File: config.mk
export PLATFORM = sky130hd
export DESIGN_NAME = pkrc_top
export DESIGN_NICKNAME = d
export VERILOG_FILES = /design/src/pkrc_pkg.sv /design/src/pkrc_top.sv
export SDC_FILE = /design/constraint.sdc
export NUM_CORES = 1
export LEC_CHECK = 0
export ABC_AREA = 1
export BUFFER_PORTS_ARGS = -buffer_cell sky130_fd_sc_hd__buf_2
export CAP_MARGIN = 20
export CORE_UTILIZATION = 40
export DETAILED_ROUTE_END_ITERATION = 6
export SYNTH_ARGS = -nofsm -noshare
export SYNTH_HDL_FRONTEND = slang
export SYNTH_SLANG_ARGS = --single-unit
File: constraint.sdc
create_clock -name mclk_i -period 11.5 [get_ports mclk_i]
set_input_delay 1.725 -clock mclk_i [delete_from_list [all_inputs] [get_ports mclk_i]]
set_output_delay 1.725 -clock mclk_i [all_outputs]
set_load 0.02 [all_outputs]
File: src/pkrc_pkg.sv
/*
 * pkrc_pkg: constants for the power key, reset request, host reset and
 * interrupt control block. Assumes a 200 MHz clock and an AXI4-Lite
 * register bus with 32-bit data.
 */
package pkrc_pkg;
  // register byte offsets
  localparam logic [7:0] CTRL_OFS = 8'h00;
  localparam logic [7:0] TIME_OFS = 8'h04;
  localparam logic [7:0] STAT_OFS = 8'h08;
  localparam logic [7:0] EVT_OFS = 8'h0c;
  localparam logic [7:0] SEQ_OFS = 8'h10;
  // control register fields
  localparam int CTRL_MASK_B = 0;
  localparam int CTRL_FUNC_LSB = 1;
  localparam int CTRL_FAST_B = 3;
  localparam int CTRL_ODRV_B = 4;
  localparam int CTRL_SLEEP_B = 5;
  localparam int CTRL_TRIG_LSB = 6;
  localparam int CTRL_IRQPOL_B = 8;
  localparam int CTRL_LOCK_B = 9;
  localparam int CTRL_SYSON_B = 10;
  localparam int CTRL_STBY_B = 11;
  localparam logic [31:0] CTRL_RST = 32'h0000_0400;
  // timing register: [7:0] debounce in 10 us units, [15:8] long press in 10 ms,
  // [25:16] reset release delay in ms
  localparam int TIME_DEB_LSB = 0;
  localparam int TIME_LONG_LSB = 8;
  localparam int TIME_REL_LSB = 16;
  localparam logic [31:0] TIME_RST = 32'h0014_6402;
  // event register bits, write one to clear
  localparam int EVT_KEY_B = 0;
  localparam int EVT_RREQ_B = 1;
  localparam int EVT_WAKE_B = 2;
  // clock and tick timing constants
  localparam int CLK_MHZ = 200;
  localparam int US_PER_MS = 1000;
  localparam int TICK_US = 10;
  localparam int TICK_CYC = TICK_US * CLK_MHZ;
  localparam int MS_CYC = US_PER_MS * CLK_MHZ;
  localparam int LONG_TICKS_PER_UNIT = 1000;
  // reset timer trigger codes
  typedef enum logic [1:0] {
    PKRC_TRIG_WAKE = 2'b00,
    PKRC_TRIG_STAGE1 = 2'b01,
    PKRC_TRIG_STAGE2 = 2'b10,
    PKRC_TRIG_TOPD = 2'b11
  } pkrc_trig_e;
  // key functions
  typedef enum logic [1:0] {
    PKRC_KF_EDGE = 2'b00,
    PKRC_KF_LOCK = 2'b01,
    PKRC_KF_OFF = 2'b10,
    PKRC_KF_STBY = 2'b11
  } pkrc_kf_e;
endpackage : pkrc_pkg

File: src/pkrc_top.sv
/*
 * pkrc_top: power key detection, reset request, host reset timer and
 * level interrupt, with an AXI4-Lite register slave.
 * Assumes pins are asynchronous; sequencer strobes are on mclk_i.
 */
`timescale 1ns/1ps
module pkrc_top #(
  parameter int MS_CYCLES = pkrc_pkg::MS_CYC,
  parameter int TICK_CYCLES = pkrc_pkg::TICK_CYC
) (
  input wire logic mclk_i,
  input wire logic rst_i,
  input wire logic power_key_n_i,
  input wire logic reset_request_n_i,
  input wire logic external_wake_trigger_i,
  input wire logic first_stage_done_i,
  input wire logic second_stage_done_i,
  input wire logic reset_to_pd_i,
  input wire logic in_powerdown_i,
  input wire logic seq_busy_i,
  output logic wakeup_o,
  output logic reset_req_o,
  output logic fast_shutdown_o,
  output logic system_on_o,
  output logic standby_o,
  output logic host_reset_n_o,
  output logic host_reset_n_oe_o,
  output logic irq_out_o,
  output logic irq_out_oe_o,
  input wire logic [7:0] s_axi_awaddr,
  input wire logic s_axi_awvalid,
  output logic s_axi_awready,
  input wire logic [31:0] s_axi_wdata,
  input wire logic [3:0] s_axi_wstrb,
  input wire logic s_axi_wvalid,
  output logic s_axi_wready,
  output logic [1:0] s_axi_bresp,
  output logic s_axi_bvalid,
  input wire logic s_axi_bready,
  input wire logic [7:0] s_axi_araddr,
  input wire logic s_axi_arvalid,
  output logic s_axi_arready,
  output logic [31:0] s_axi_rdata,
  output logic [1:0] s_axi_rresp,
  output logic s_axi_rvalid,
  input wire logic s_axi_rready
);
  localparam int NIN = 2;
  // merges write data into a register under byte strobes
  function automatic logic [31:0] merge(input logic [31:0] old, input logic [31:0] nw,
                                        input logic [3:0] st);
    logic [31:0] r;
    r = old;
    for (int i = 0; i < 4; i++) begin
      if (st[i]) begin
        r[i*8 +: 8] = nw[i*8 +: 8];
      end
    end
    return r;
  endfunction : merge
  logic [31:0] ctrl_q, time_q;
  logic [2:0] evt_q;
  logic aw_hold_q, w_hold_q, bvalid_q, rvalid_q;
  logic [7:0] awaddr_q;
  logic [31:0] wdata_q, rdata_q;
  logic [3:0] wstrb_q;
  logic [1:0] bresp_q, rresp_q;
  // shared 10 us tick for the debounce filters
  logic [15:0] tick_cnt_q;
  wire tick = (tick_cnt_q == 16'(TICK_CYCLES - 1));
  always_ff @(posedge mclk_i or posedge rst_i) begin
    if (rst_i) tick_cnt_q <= 16'h0000;
    else tick_cnt_q <= tick ? 16'h0000 : tick_cnt_q + 16'h0001;
  end

  // three-flop sync and a debounce counter per pin; one time setting
  wire [NIN-1:0] pin_raw = {reset_request_n_i, power_key_n_i};
  wire [7:0] deb_time = time_q[pkrc_pkg::TIME_DEB_LSB +: 8];
  logic [NIN-1:0] deb_lvl;
  genvar g;
  generate
    for (g = 0; g < NIN; g++) begin : g_deb
      logic [2:0] sy_q;
      logic [7:0] cnt_q;
      logic lvl_q;
      wire agree = (sy_q[1] == sy_q[2]);
      wire differ = agree && (sy_q[2] != lvl_q);
      always_ff @(posedge mclk_i or posedge rst_i) begin
        if (rst_i) sy_q <= 3'h7;
        else sy_q <= {sy_q[1:0], pin_raw[g]};
      end
      // level accepted once stable for deb_time ticks
      always_ff @(posedge mclk_i or posedge rst_i) begin
        if (rst_i) begin
          cnt_q <= 8'h00;
          lvl_q <= 1'b1;
        end else if (!differ) begin
          cnt_q <= 8'h00;
        end else if (cnt_q >= deb_time) begin
          lvl_q <= sy_q[2];
          cnt_q <= 8'h00;
        end else if (tick) begin
          cnt_q <= cnt_q + 8'h01;
        end
      end
      assign deb_lvl[g] = lvl_q;
    end
  endgenerate
  // key edges; detection never gated by power mode
  logic key_d_q;
  always_ff @(posedge mclk_i or posedge rst_i) begin
    if (rst_i) key_d_q <= 1'b1;
    else key_d_q <= deb_lvl[0];
  end
  wire key_fall = key_d_q && !deb_lvl[0];
  wire key_rise = !key_d_q && deb_lvl[0];
  // press duration in ms, restarted each press
  logic [17:0] ms_cnt_q;
  logic [17:0] press_ms_q;
  logic long_done_q;
  wire ms_tick = (ms_cnt_q == 18'(MS_CYCLES - 1));
  wire [17:0] long_ms = 18'(time_q[pkrc_pkg::TIME_LONG_LSB +: 8]) * 18'd10;
  wire long_hit = !deb_lvl[0] && !long_done_q && (press_ms_q >= long_ms);
  always_ff @(posedge mclk_i or posedge rst_i) begin
    if (rst_i) begin
      ms_cnt_q <= 18'h00000;
      press_ms_q <= 18'h00000;
      long_done_q <= 1'b0;
    end else if (key_fall) begin
      ms_cnt_q <= 18'h00000;
      press_ms_q <= 18'h00000;
      long_done_q <= 1'b0;
    end else begin
      ms_cnt_q <= ms_tick ? 18'h00000 : ms_cnt_q + 18'h00001;
      if (ms_tick && !deb_lvl[0] && press_ms_q != 18'h3ffff) press_ms_q <= press_ms_q + 18'h00001;
      if (long_hit) long_done_q <= 1'b1;
    end
  end

  // key function decode
  wire [1:0] kf = ctrl_q[pkrc_pkg::CTRL_FUNC_LSB +: 2];
  wire kf_edge = (kf == pkrc_pkg::PKRC_KF_EDGE);
  wire short_rel = key_rise && !long_done_q;
  wire key_evt = kf_edge ? key_fall : (short_rel || long_hit);
  wire set_lock = !kf_edge && long_hit;
  wire clr_syson = (kf == pkrc_pkg::PKRC_KF_OFF && long_hit) ||
                   (kf == pkrc_pkg::PKRC_KF_STBY && (short_rel || long_hit));
  wire set_stby = (kf == pkrc_pkg::PKRC_KF_STBY) && short_rel;
  wire clr_stby = (kf == pkrc_pkg::PKRC_KF_STBY) && long_hit;
  wire key_masked = ctrl_q[pkrc_pkg::CTRL_MASK_B];
  wire lock = ctrl_q[pkrc_pkg::CTRL_LOCK_B];
  // lock demands a long press to wake
  wire wake_ok = lock ? long_hit : key_evt;
  wire key_wake = wake_ok && !key_masked && in_powerdown_i;

  // reset request: debounced falling edge
  logic rr_d_q;
  always_ff @(posedge mclk_i or posedge rst_i) begin
    if (rst_i) rr_d_q <= 1'b1;
    else rr_d_q <= deb_lvl[1];
  end
  wire rr_fall = rr_d_q && !deb_lvl[1];
  // host reset: asserted on cold boot (reset), reset request, optional sleep
  wire pd_entry = seq_busy_i && !in_powerdown_i && !system_on_o;
  logic sleep_seen_q;
  always_ff @(posedge mclk_i or posedge rst_i) begin
    if (rst_i) sleep_seen_q <= 1'b0;
    else sleep_seen_q <= pd_entry;
  end
  wire sleep_start = pd_entry && !sleep_seen_q && ctrl_q[pkrc_pkg::CTRL_SLEEP_B];
  wire [1:0] trig_sel = ctrl_q[pkrc_pkg::CTRL_TRIG_LSB +: 2];
  wire trig = (trig_sel == pkrc_pkg::PKRC_TRIG_WAKE) ? external_wake_trigger_i :
              (trig_sel == pkrc_pkg::PKRC_TRIG_STAGE1) ? first_stage_done_i :
              (trig_sel == pkrc_pkg::PKRC_TRIG_STAGE2) ? second_stage_done_i :
              reset_to_pd_i;
  wire [9:0] rel_ms = time_q[pkrc_pkg::TIME_REL_LSB +: 10];
  logic hr_asserted_q, hr_timing_q;
  logic [9:0] hr_ms_q;
  logic [17:0] hr_cyc_q;
  wire hr_ms_tick = (hr_cyc_q == 18'(MS_CYCLES - 1));
  // released only after the selected trigger and the delay
  always_ff @(posedge mclk_i or posedge rst_i) begin
    if (rst_i) begin
      hr_asserted_q <= 1'b1;
      hr_timing_q <= 1'b0;
      hr_ms_q <= 10'h000;
      hr_cyc_q <= 18'h00000;
    end else if (rr_fall || sleep_start) begin
      hr_asserted_q <= 1'b1;
      hr_timing_q <= 1'b0;
    end else if (hr_asserted_q && !hr_timing_q && trig) begin
      if (rel_ms == 10'h000) hr_asserted_q <= 1'b0;
      else hr_timing_q <= 1'b1;
      hr_ms_q <= 10'h000;
      hr_cyc_q <= 18'h00000;
    end else if (hr_timing_q) begin
      hr_cyc_q <= hr_ms_tick ? 18'h00000 : hr_cyc_q + 18'h00001;
      if (hr_ms_tick) begin
        hr_ms_q <= hr_ms_q + 10'h001;
        if (hr_ms_q + 10'h001 >= rel_ms) begin
          hr_asserted_q <= 1'b0;
          hr_timing_q <= 1'b0;
        end
      end
    end
  end
  // open-drain drives only low; enable is active low
  wire odrv = ctrl_q[pkrc_pkg::CTRL_ODRV_B];
  assign host_reset_n_o = !hr_asserted_q;
  assign host_reset_n_oe_o = odrv ? !hr_asserted_q : 1'b0;
  assign reset_req_o = rr_fall;
  assign fast_shutdown_o = ctrl_q[pkrc_pkg::CTRL_FAST_B];
  assign wakeup_o = key_wake;
  assign system_on_o = ctrl_q[pkrc_pkg::CTRL_SYSON_B];
  assign standby_o = ctrl_q[pkrc_pkg::CTRL_STBY_B];

  // interrupt: any pending event; the key mask only keeps key and wake events from being set
  wire irq_act = evt_q[pkrc_pkg::EVT_KEY_B] | evt_q[pkrc_pkg::EVT_RREQ_B] |
                 evt_q[pkrc_pkg::EVT_WAKE_B];
  wire irq_pol = ctrl_q[pkrc_pkg::CTRL_IRQPOL_B];
  assign irq_out_o = irq_pol ? irq_act : !irq_act;
  assign irq_out_oe_o = odrv ? !(irq_out_o == 1'b0) : 1'b0;

  // AXI4-Lite decode
  wire do_wr = aw_hold_q && w_hold_q && !bvalid_q;
  wire wr_ctrl = do_wr && awaddr_q == pkrc_pkg::CTRL_OFS;
  wire wr_time = do_wr && awaddr_q == pkrc_pkg::TIME_OFS;
  wire wr_evt = do_wr && awaddr_q == pkrc_pkg::EVT_OFS;
  wire wr_ok = wr_ctrl || wr_time || wr_evt || awaddr_q == pkrc_pkg::STAT_OFS ||
               awaddr_q == pkrc_pkg::SEQ_OFS;
  wire [31:0] ctrl_m = merge(ctrl_q, wdata_q, wstrb_q);
  wire [2:0] evt_set = {key_wake, rr_fall, key_evt && !key_masked};
  wire [2:0] evt_clr = wr_evt ? (wdata_q[2:0] & {3{wstrb_q[0]}}) : 3'h0;

  // set wins over write-one-clear, so nothing is lost mid read
  always_ff @(posedge mclk_i or posedge rst_i) begin
    if (rst_i) evt_q <= 3'h0;
    else evt_q <= (evt_q & ~evt_clr) | evt_set;
  end

  // control: software writes first, hardware key actions take priority
  logic [31:0] ctrl_d;
  always_comb begin
    ctrl_d = wr_ctrl ? ctrl_m : ctrl_q;
    if (set_lock) ctrl_d[pkrc_pkg::CTRL_LOCK_B] = 1'b1;
    if (clr_syson) ctrl_d[pkrc_pkg::CTRL_SYSON_B] = 1'b0;
    if (set_stby) ctrl_d[pkrc_pkg::CTRL_STBY_B] = 1'b1;
    if (clr_stby) ctrl_d[pkrc_pkg::CTRL_STBY_B] = 1'b0;
  end
  always_ff @(posedge mclk_i or posedge rst_i) begin
    if (rst_i) begin
      ctrl_q <= pkrc_pkg::CTRL_RST;
      time_q <= pkrc_pkg::TIME_RST;
    end else begin
      ctrl_q <= ctrl_d;
      if (wr_time) time_q <= merge(time_q, wdata_q, wstrb_q);
    end
  end

  // write channels latched independently, answered once both are held
  assign s_axi_awready = !aw_hold_q;
  assign s_axi_wready = !w_hold_q;
  assign s_axi_bvalid = bvalid_q;
  assign s_axi_bresp = bresp_q;
  always_ff @(posedge mclk_i or posedge rst_i) begin
    if (rst_i) begin
      aw_hold_q <= 1'b0;
      w_hold_q <= 1'b0;
      bvalid_q <= 1'b0;
      awaddr_q <= 8'h00;
      wdata_q <= 32'h0000_0000;
      wstrb_q <= 4'h0;
      bresp_q <= 2'h0;
    end else begin
      if (s_axi_awvalid && !aw_hold_q) begin
        aw_hold_q <= 1'b1;
        awaddr_q <= s_axi_awaddr;
      end
      if (s_axi_wvalid && !w_hold_q) begin
        w_hold_q <= 1'b1;
        wdata_q <= s_axi_wdata;
        wstrb_q <= s_axi_wstrb;
      end
      if (do_wr) begin
        bvalid_q <= 1'b1;
        bresp_q <= wr_ok ? 2'h0 : 2'h2;
      end
      if (bvalid_q && s_axi_bready) begin
        bvalid_q <= 1'b0;
        aw_hold_q <= 1'b0;
        w_hold_q <= 1'b0;
      end
    end
  end

  // read mux; unmapped answers SLVERR with zero data
  wire [31:0] stat_w = {30'h0, !hr_asserted_q, deb_lvl[0]};
  wire [31:0] seq_w = {27'h0, standby_o, system_on_o, in_powerdown_i, deb_lvl[1], fast_shutdown_o};
  wire [7:0] ra = s_axi_araddr;
  wire rd_ok = ra == pkrc_pkg::CTRL_OFS || ra == pkrc_pkg::TIME_OFS ||
               ra == pkrc_pkg::STAT_OFS || ra == pkrc_pkg::EVT_OFS || ra == pkrc_pkg::SEQ_OFS;
  wire [31:0] rd_mux = (ra == pkrc_pkg::CTRL_OFS) ? ctrl_q :
                       (ra == pkrc_pkg::TIME_OFS) ? time_q :
                       (ra == pkrc_pkg::STAT_OFS) ? stat_w :
                       (ra == pkrc_pkg::EVT_OFS) ? {29'h0, evt_q} :
                       (ra == pkrc_pkg::SEQ_OFS) ? seq_w : 32'h0000_0000;
  assign s_axi_arready = !rvalid_q;
  assign s_axi_rvalid = rvalid_q;
  assign s_axi_rdata = rdata_q;
  assign s_axi_rresp = rresp_q;
  always_ff @(posedge mclk_i or posedge rst_i) begin
    if (rst_i) begin
      rvalid_q <= 1'b0;
      rdata_q <= 32'h0000_0000;
      rresp_q <= 2'h0;
    end else if (s_axi_arvalid && !rvalid_q) begin
      rvalid_q <= 1'b1;
      rdata_q <= rd_mux;
      rresp_q <= rd_ok ? 2'h0 : 2'h2;
    end else if (rvalid_q && s_axi_rready) begin
      rvalid_q <= 1'b0;
    end
  end

  // checks
  chk_key_mask: assert property (@(posedge mclk_i) disable iff (rst_i)
    key_masked |-> !wakeup_o) else $error("masked key woke device");
  chk_evt_sticky: assert property (@(posedge mclk_i) disable iff (rst_i)
    (evt_q != 3'h0 && !wr_evt) |=> evt_q != 3'h0) else $error("event lost");
  chk_irq_level: assert property (@(posedge mclk_i) disable iff (rst_i)
    (irq_out_o == irq_pol) == (evt_q != 3'h0)) else $error("irq level wrong");
  chk_rreq_hold: assert property (@(posedge mclk_i) disable iff (rst_i)
    rr_fall |=> !host_reset_n_o && evt_q[1]) else $error("reset request not held");
  chk_zero_delay: assert property (@(posedge mclk_i) disable iff (rst_i)
    (hr_asserted_q && !hr_timing_q && trig && rel_ms == 10'h000 && !rr_fall && !sleep_start)
    |=> host_reset_n_o) else $error("zero delay release late");
  chk_long_lock: assert property (@(posedge mclk_i) disable iff (rst_i)
    (long_hit && !kf_edge) |=> ctrl_q[pkrc_pkg::CTRL_LOCK_B]) else $error("lock not set");
  chk_off_long: assert property (@(posedge mclk_i) disable iff (rst_i)
    (long_hit && kf == pkrc_pkg::PKRC_KF_OFF) |=> !system_on_o) else $error("system on kept");
  chk_lock_short: assert property (@(posedge mclk_i) disable iff (rst_i)
    (lock && short_rel) |-> !wakeup_o) else $error("short press woke locked");
  chk_press_restart: assert property (@(posedge mclk_i) disable iff (rst_i)
    key_fall |=> press_ms_q == 18'h00000) else $error("timer not restarted");
endmodule : pkrc_top
==> reports/metrics.cfg, run 1 <==
[critical_path]
setup.worst_path.class = reg -> out
worstReg2RegStart = time_q[10]
rr_worst_depth = 22
rrSetupSlack_ps = 8150
crit_fanout = 5
critPathLaunch = time_q[10]
worstPathRequired_ps = 9780
worstPathArrival_ps = 4010
cp-start-kind = register
critPathCaptureType = output pin

[hold_path]
hold_path_startpoint = g_deb[0].sy_q[0]
hold_class = reg -> reg
hold_depth = 0

[die]
die_area_um2 = 34320
coreArea_um2 = 32780
start_util_pct = 40.97
die_h_um = 185.3
top_level_ports = 117
rows = 66
fp.dieW_um = 185.3

[global_routing]
grt_use_total_pct = 20.46
grt_start_max_net_pins = 126
grt_pass1_vias = 10550
grt_overflow = 0
grt_pass1_wl_um = 55840
antenna_found_initial = 1

[pwr]
finalPower_mw = 2.753
power.density_nw_per_um2 = 177.8
p_leak_nw = 7.438
peakVddDrop_mv = 0.1513

[route]
drc = 0
avgViaCountPerCell = 5.093
drtIter0Drc = 704
first_pass_iters = 5
vias = 11110
final_antenna_net_count = 0
finalWirelength_um = 34190
wire_per_inst_um = 15.68

[clocking]
cts_tree = yes
post-cts-setup-buffer-count = 0
cts-hold-fix-buffers = 0
clkSlewWorstSetupHoldPaths_ps = 60
cts_buffer_depth = 3
cts.sinks = 259
cts_buffers = 30
cts_root_buf = clkbuf_16
ctsHtreeMaxLevel = 1
insertion_delay_ps = 560
post_cts_resized = 0

[yosys]
yosysSeqAreaShare_pct = 48.42
yosysTopAreaCellShare_pct = 44.90
synth_cells = 1601
async_flop_share_pct = 100.0
syn_area_um2 = 13430
synth-main-ff-cell = dfrtp_1
syn_area_per_cell_um2 = 8.390
synth_area_leader_cell = dfrtp_1
yosys_warnings = 0
yosys-top-cells-area = dfrtp_1 45%, nand2_1 9.1%, ha_1 5.2%, nor2_1 5.2%, inv_1 5.1%
synth-seq-cells = 259
synth-edff-count = 0
synth_cell_type_count = 53

[cells_and_area]
layout_commonest_cell = nand2_1
fin_nets = 1838
drive_above_1_share_pct = 13.81
syn2layout_area_growth_pct = 15.26
layout_common_cells = 325 x nand2_1, 241 x dfrtp_1, 186 x nor2_1, 180 x inv_1, 120 x o21ai_0
final_core_util_pct = 47.23

[timing]
final.setup.tns_ps = 0
period_share_pct = 49.89
finalSetupViolCount = 0
rsz0062_at_grt = false
hold_viol = 0
fmax_ghz = 0.1743
tightest_slew_ps = 936.5
finClkSkew_ps = 6.754
holdWs_ps = 357.1
drv_slew = 0
period_minus_slack_ps = 5737
maxSlewHeadroom_pct = 37.57

[place]
dp_hpwl_um = 23900
portBuffers = 114
gp_congestion = 0.8892

[run]
max_cap_violations = 0

[status]
status = completed

==> cell families after synthesis <==
group           count (synthesis)  share of synthesized area [%]
mux                             8                         0.6707
xor+xnor                       52                          3.390
compound gates                286                          11.57
other cells                     1                        0.02792
fa+ha+maj                      57                          5.365
simple gates                  710                          23.76
buf+inv                       228                          6.800
flops                         259                          48.42
==> sequential cells by signal (all words and copies together) (netlist names), 2 cells and up <==
signal and cells:
g_deb.lvl_q 2, time_q 32, awaddr_q 8, s_axi_rdata 32, tick_cnt_q 16, g_deb.sy_q 6
evt_q 3, press_ms_q 18, g_deb.cnt_q 16, hr_cyc_q 18, wstrb_q 4, ctrl_q 32
ms_cnt_q 18, wdata_q 32, hr_ms_q 10
==> synthesized netlist by cell type (all sizes together), types with 2 or more instances <==
cell	instances
nor2	196
clkbuf	21
a31oi	4
o22ai	4
nor3b	7
nand4	43
or2	6
nor4	13
o211ai	4
dfstp	18
and3	2
o221ai	3
xor2	42
xnor2	10
o21a	12
a21oi	118
buf	20
nand3b	3
inv	186
nand3	81
o31ai	7
o21ai	132
nand2	332
nor3	26
ha	56
dfrtp	241
mux2	8
==> area by class of cell <==
cell class              instances  area, um^2
flip-flops and latches        259        6504
fillers                      3238       17300
inverters                     187       709.4
clock inverters                 5       77.57
well taps                     442       553.0
repair buffers                121       643.1
diodes                          1       2.502
clock buffers                  51       970.9
multi-input cells            1115        6022
==> worst paths after layout <==
path / end
worst min register to register: g_deb[0].sy_q[1]
worst min-delay path: g_deb[0].sy_q[1]
worst max register to register: evt_q[2]
max in group asynchronous: ms_cnt_q[13]
worst max-delay path: wakeup_o
min in group asynchronous: s_axi_rdata[14]
==> worst max-delay path: stages, from the launching register on <==
cell and delay, ps:
dfstp_2 570, ha_1 160, ha_1 160, inv_1 50
fa_1 400, o21ai_0 290, a21oi_1 110, nor2_1 100
nor2_1 50, xor2_1 140, ha_1 280, nand2_1 50
nor2_1 130, nand3_1 80, nor2_1 90, nor2_1 40
nand2_1 110, nand2_1 140, nand2_1 90, nand2_1 70
nand2_1 60, nand2_1 60, inv_1 80, buf_2 160
==> metrics by stage <==
step	instances	worst slack, ps	cell area, um^2
final	2181	5763	15480
after global routing	2180	5463	15480
after CTS	2179	5709	15450
after detailed placement	2123	6324	14400
after global placement	2123	6391	14400
after floorplan	1602	2678	13440
==> power breakdown <==
part | switching (mW) | total (mW) | leakage [nW] | internal (mW)
combinational | 0.406 | 0.593 | 3.60 | 0.187
sequential | 0.0972 | 1.17 | 3.33 | 1.07
clock | 0.378 | 0.991 | 0.514 | 0.613
==> metal layers <==
metal | wire length [um] | share of wire (%) | GRT usage [%] | up-vias
met5 | 0 | 0 | 0 | -
met4 | 751 | 2.2 | 4.959 | 0
met3 | 1426 | 4.2 | 2.595 | 48
met2 | 15440 | 45 | 32.39 | 229
met1 | 16580 | 48 | 29.56 | 5320
li1 | - | - | - | 5511
Power figures use the tool's default switching activity.
==> inputs of run 2 (changes only) <==
==> constraint.sdc (replaced) <==
create_clock -name mclk_i -period 5.8 [get_ports mclk_i]
set_input_delay 0.87 -clock mclk_i [delete_from_list [all_inputs] [get_ports mclk_i]]
set_output_delay 0.87 -clock mclk_i [all_outputs]
set_load 0.02 [all_outputs]
==> reports/metrics.cfg, run 2 (synthesis results as in run 1) <==
[timing]
finClkSkew_ps = 9.209
holdWs_ps = 355.4
drv_slew = 0
rsz0062_at_grt = false
tightest_slew_ps = 881.5
fmax_ghz = 0.2025
period_minus_slack_ps = 4939
maxSlewHeadroom_pct = 41.17
final.setup.tns_ps = 0
finalSetupViolCount = 0
hold_viol = 0
period_share_pct = 85.15

[critical_path]
critPathCapture = wakeup_o
worstPathRequired_ps = 4930
worstReg2RegStart = time_q[10]
critPathMaxStageDelay_ps = 570
cp-start-kind = register
rr_worst_depth = 22
crit_chain = ha_1, ha_1, inv_1, fa_1, o21ai_0, a21oi_1, nor2_1, nor2_1, xor2_1, ha_1, nand2_1, nor2_1, nand3_1, nor2_1, nor2_1, nand2_1, nand2_1, nand2_1, nand2_1, nand2_1, nand2_1, inv_1, buf_2
worstPathArrival_ps = 4070
critPathLaunch = time_q[10]
setup.worst_path.class = reg -> out
crit_path_top_delay_cell = dfstp_2
worstReg2RegEnd = evt_q[2]
cpMostUsedCell = nand2_1
rrSetupSlack_ps = 2400
critPathCaptureType = output pin
crit_fanout = 5

[global_routing]
grt_pass1_wl_um = 56230
grt_start_max_net_pins = 134
grt_use_met2_pct = 33.60
grt_use_met3_pct = 3.087
grt_overflow = 0
busiest_layer = met2
antenna_found_initial = 1
grt_use_total_pct = 20.63
grtUsageMet1_pct = 28.67
grt_pass1_vias = 10710

[route]
drc = 0
wire_per_inst_um = 15.65
drtIter0Drc = 591
first_pass_iters = 5
vias = 11000
avgViaCountPerCell = 5.042
final_antenna_net_count = 0
finalWirelength_um = 34130

[place]
gp_congestion = 0.9261
portBuffers = 114
dp_hpwl_um = 24280

[clocking]
cts_root_buf = clkbuf_16
cts_tree = yes
ctsHtreeMaxLevel = 1
cts.sinks = 259
cts_buffers = 30
cts_buffer_depth = 3
cts-hold-fix-buffers = 0
post_cts_resized = 0
clkSlewWorstSetupHoldPaths_ps = 60
post-cts-setup-buffer-count = 0
insertion_delay_ps = 560

[die]
start_util_pct = 40.97
die_area_um2 = 34320
top_level_ports = 117
rows = 66
die_h_um = 185.3
coreArea_um2 = 32780
fp.dieW_um = 185.3

[pwr]
finalPower_mw = 5.383
power.density_nw_per_um2 = 348.9
peakVddDrop_mv = 0.2592
p_leak_nw = 7.407

[cells_and_area]
syn2layout_area_growth_pct = 14.87
layout_commonest_cell = nand2_1
layout_common_cells = 325 x nand2_1, 241 x dfrtp_1, 186 x nor2_1, 180 x inv_1, 120 x o21ai_0
drive_above_1_share_pct = 13.75
fin_nets = 1838

[run]
max_cap_violations = 0

[hold_path]
hold_class = reg -> reg

[status]
status = completed

run 2: critical path: cells and delay by family (launching register included):
kind | cells | cell delay, ps
compound gates | 2 | 420
fa+ha+maj | 4 | 970
buf+inv | 3 | 320
simple gates | 13 | 1060
xor+xnor | 1 | 150
flops | 1 | 570
run 2: report_power, final:
group / internal [mW] / total [mW] / leakage, nW / switching, mW
sequential: 2.12 / 2.31 / 3.33 / 0.190
combinational: 0.370 / 1.17 / 3.59 / 0.803
clock: 1.14 / 1.90 / 0.493 / 0.758
total: 3.63 / 5.38 / 7.41 / 1.75
run 2: worst min path at each step:
stage	start	end	slack, ps	cells past startpoint
floorplan	g_deb[0].sy_q[0]	g_deb[0].sy_q[1]	350	0
global route	g_deb[0].sy_q[0]	g_deb[0].sy_q[1]	360	0
CTS	g_deb[0].sy_q[0]	g_deb[0].sy_q[1]	360	0
global placement	g_deb[0].sy_q[0]	g_deb[0].sy_q[1]	350	0
finish	g_deb[0].sy_q[0]	g_deb[0].sy_q[1]	360	0
detailed placement	g_deb[0].sy_q[0]	g_deb[0].sy_q[1]	350	0
run 2: per-stage QoR:
step	cell area (um^2)	worst slack (ps)	cells	util [%]
detailed placement	14420	1416	2124	43.99
global route	15430	571.5	2180	47.06
CTS	15430	818.4	2180	47.06
global placement	14420	1528	2124	43.99
floorplan	13440	1531	1602	-
finish	15430	861.4	2181	47.07
run 2: cell type report:
class	count	area, um^2
Multi-Input combinational cell	1115	6022
Tap cell	442	553.0
Sequential cell	259	6504
Antenna cell	1	2.502
Inverter	187	705.7
Clock inverter	6	72.57
Fill cell	3236	17350
Clock buffer	50	935.9
Timing Repair Buffer	121	635.6
run 2: metal layers:
metal | vias up | share of wire [%]
met3 | 47 | 4.5
li1 | 5493 | -
met1 | 5232 | 48
met2 | 224 | 45
met5 | - | 0
met4 | 0 | 2.3
==> inputs of run 3 (changes only) <==
--- a/config.mk
+++ b/config.mk
@@ -9,7 +9,9 @@
 export BUFFER_PORTS_ARGS = -buffer_cell sky130_fd_sc_hd__buf_2
 export CAP_MARGIN = 20
 export CORE_UTILIZATION = 40
+export CTS_BUF_LIST = sky130_fd_sc_hd__clkbuf_8
 export DETAILED_ROUTE_END_ITERATION = 6
+export SKIP_LAST_GASP = 1
 export SYNTH_ARGS = -nofsm -noshare
 export SYNTH_HDL_FRONTEND = slang
 export SYNTH_SLANG_ARGS = --single-unit
==> constraint.sdc (replaced) <==
create_clock -name mclk_i -period 5.5 [get_ports mclk_i]
set_input_delay 0.825 -clock mclk_i [delete_from_list [all_inputs] [get_ports mclk_i]]
set_output_delay 0.825 -clock mclk_i [all_outputs]
set_load 0.02 [all_outputs]
==> reports/metrics.cfg, run 3 (synthesis results as in run 1) <==
[status]
status = completed

[cells_and_area]
layout_common_cells = 325 x nand2_1, 241 x dfrtp_1, 204 x inv_1, 186 x nor2_1, 120 x o21ai_0
syn2layout_area_growth_pct = 14.29
layout_commonest_cell = nand2_1
fin_nets = 1854
drive_above_1_share_pct = 14.22

[place]
dp_slack_ps = 1167
dp_hpwl_um = 24150
portBuffers = 114
gp_congestion = 0.9359

[die]
top_level_ports = 117
die_h_um = 185.3
rows = 66
start_util_pct = 40.97
coreArea_um2 = 32780
fp.dieW_um = 185.3
die_area_um2 = 34320

[route]
drc = 0
dr_wl_met3_um = 1578
first_pass_iters = 4
wl_met2_um = 15460
vias = 11110
drtIter0Drc = 745
highest_layer = met5
finalWirelength_um = 34380
wl_met1_um = 16720
wire_per_inst_um = 15.57
avgViaCountPerCell = 5.032
final_antenna_net_count = 0

[run]
max_cap_violations = 0

[clocking]
cts_buffer_depth = 3
post-cts-setup-buffer-count = 0
cts-hold-fix-buffers = 0
cts_root_buf = clkbuf_8
insertion_delay_ps = 570
ctsHtreeMaxLevel = 2
cts_buffers = 47
clkSlewWorstSetupHoldPaths_ps = 60
cts.sinks = 259
post_cts_resized = 0
cts_tree = yes

[hold_path]
hold_class = reg -> reg
hold_depth = 0

[critical_path]
setup.worst_path.class = reg -> out
worstPathArrival_ps = 4110
crit_path_top_delay_cell = dfstp_2
cp-start-kind = register
rr_worst_depth = 22
crit_chain = ha_1, ha_1, inv_1, fa_1, o21ai_0, a21oi_1, nor2_1, nor2_1, xor2_1, ha_1, nand2_1, nor2_1, nand3_1, nor2_1, nor2_1, nand2_1, nand2_1, nand2_1, nand2_1, nand2_1, nand2_1, inv_1, buf_2
worstPathRequired_ps = 4680
cpMostUsedCell = nand2_1
critPathMaxStageDelay_ps = 570
critPathCaptureType = output pin
crit_fanout = 5

[timing]
fmax_ghz = 0.2025
final.setup.tns_ps = 0
hold_viol = 0
finClkSkew_ps = 22.46
period_share_pct = 89.78
drv_slew = 0
finalSetupViolCount = 0
rsz0062_at_grt = false
maxSlewHeadroom_pct = 43.47
period_minus_slack_ps = 4938
tightest_slew_ps = 847.1
worst_slack_ps = 562.0

[pwr]
peakVddDrop_mv = 0.2772
p_leak_nw = 7.474
power.density_nw_per_um2 = 357.2

[global_routing]
grt_pass1_vias = 10730
antenna_found_initial = 2
grt_pass1_wl_um = 56410
grt_start_max_net_pins = 138
grt_overflow = 0
grt_use_total_pct = 20.83

[run 3: cell count changes in the layout (fill, tap and decap cells not counted), sizes merged]
| cell | before | now |
|---|---|---|
| clkbuf | 50 | 55 |
| buf | 121 | 120 |
| clkinv | 5 | 3 |
| inv | 185 | 209 |
| bufinv | 1 | 2 |
[run 3: through the flow]
step,hold slack (ps),std cells,cell area (um^2),power (mW),utilization [%]
after global placement,346.2,2123,14430,3.685,44.00
after global routing,318.9,2207,15350,5.842,46.82
after CTS,319.1,2207,15350,5.558,46.82
final,351.1,2208,15350,5.483,46.83
after detailed placement,347.9,2123,14430,3.724,44.00
after floorplan,345.2,1602,13440,3.328,-
[run 3: critical path: cells and delay by family (launching register included)]
kind	cells	cell delay, ps
xor+xnor	1	150
flops	1	570
compound gates	2	470
buf+inv	3	320
simple gates	13	1080
fa+ha+maj	4	980
[run 3: worst paths after layout]
path / from / to / slack (ps)
max: time_q[10] / wakeup_o / 560
min: g_deb[0].sy_q[0] / g_deb[0].sy_q[1] / 350
max reg2reg: time_q[10] / evt_q[2] / 2090
min reg2reg: g_deb[0].sy_q[0] / g_deb[0].sy_q[1] / 350
max in group asynchronous: rst_i / wdata_q[19] / 3950
min in group asynchronous: rst_i / ms_cnt_q[11] / 370
[run 3: report_power, final]
part	switching, mW	internal [mW]
combinational	0.844	0.391
sequential	0.206	2.24
clock	0.804	0.997
[run 3: area by class of cell]
type / instances / area (um^2)
well taps: 442 / 553.0
multi-input cells: 1115 / 6022
inverters: 187 / 705.7
clock buffers: 55 / 757.0
fillers: 3258 / 17430
flip-flops and latches: 259 / 6504
repair buffers: 120 / 640.6
clock inverters: 29 / 167.7
diodes: 1 / 2.502
[run 3: per-layer routing]
layer,GRT usage [%],vias to the layer above
met3,3.736,45
met4,5.488,2
met2,32.52,228
met5,0,-
met1,29.60,5297
li1,-,5538
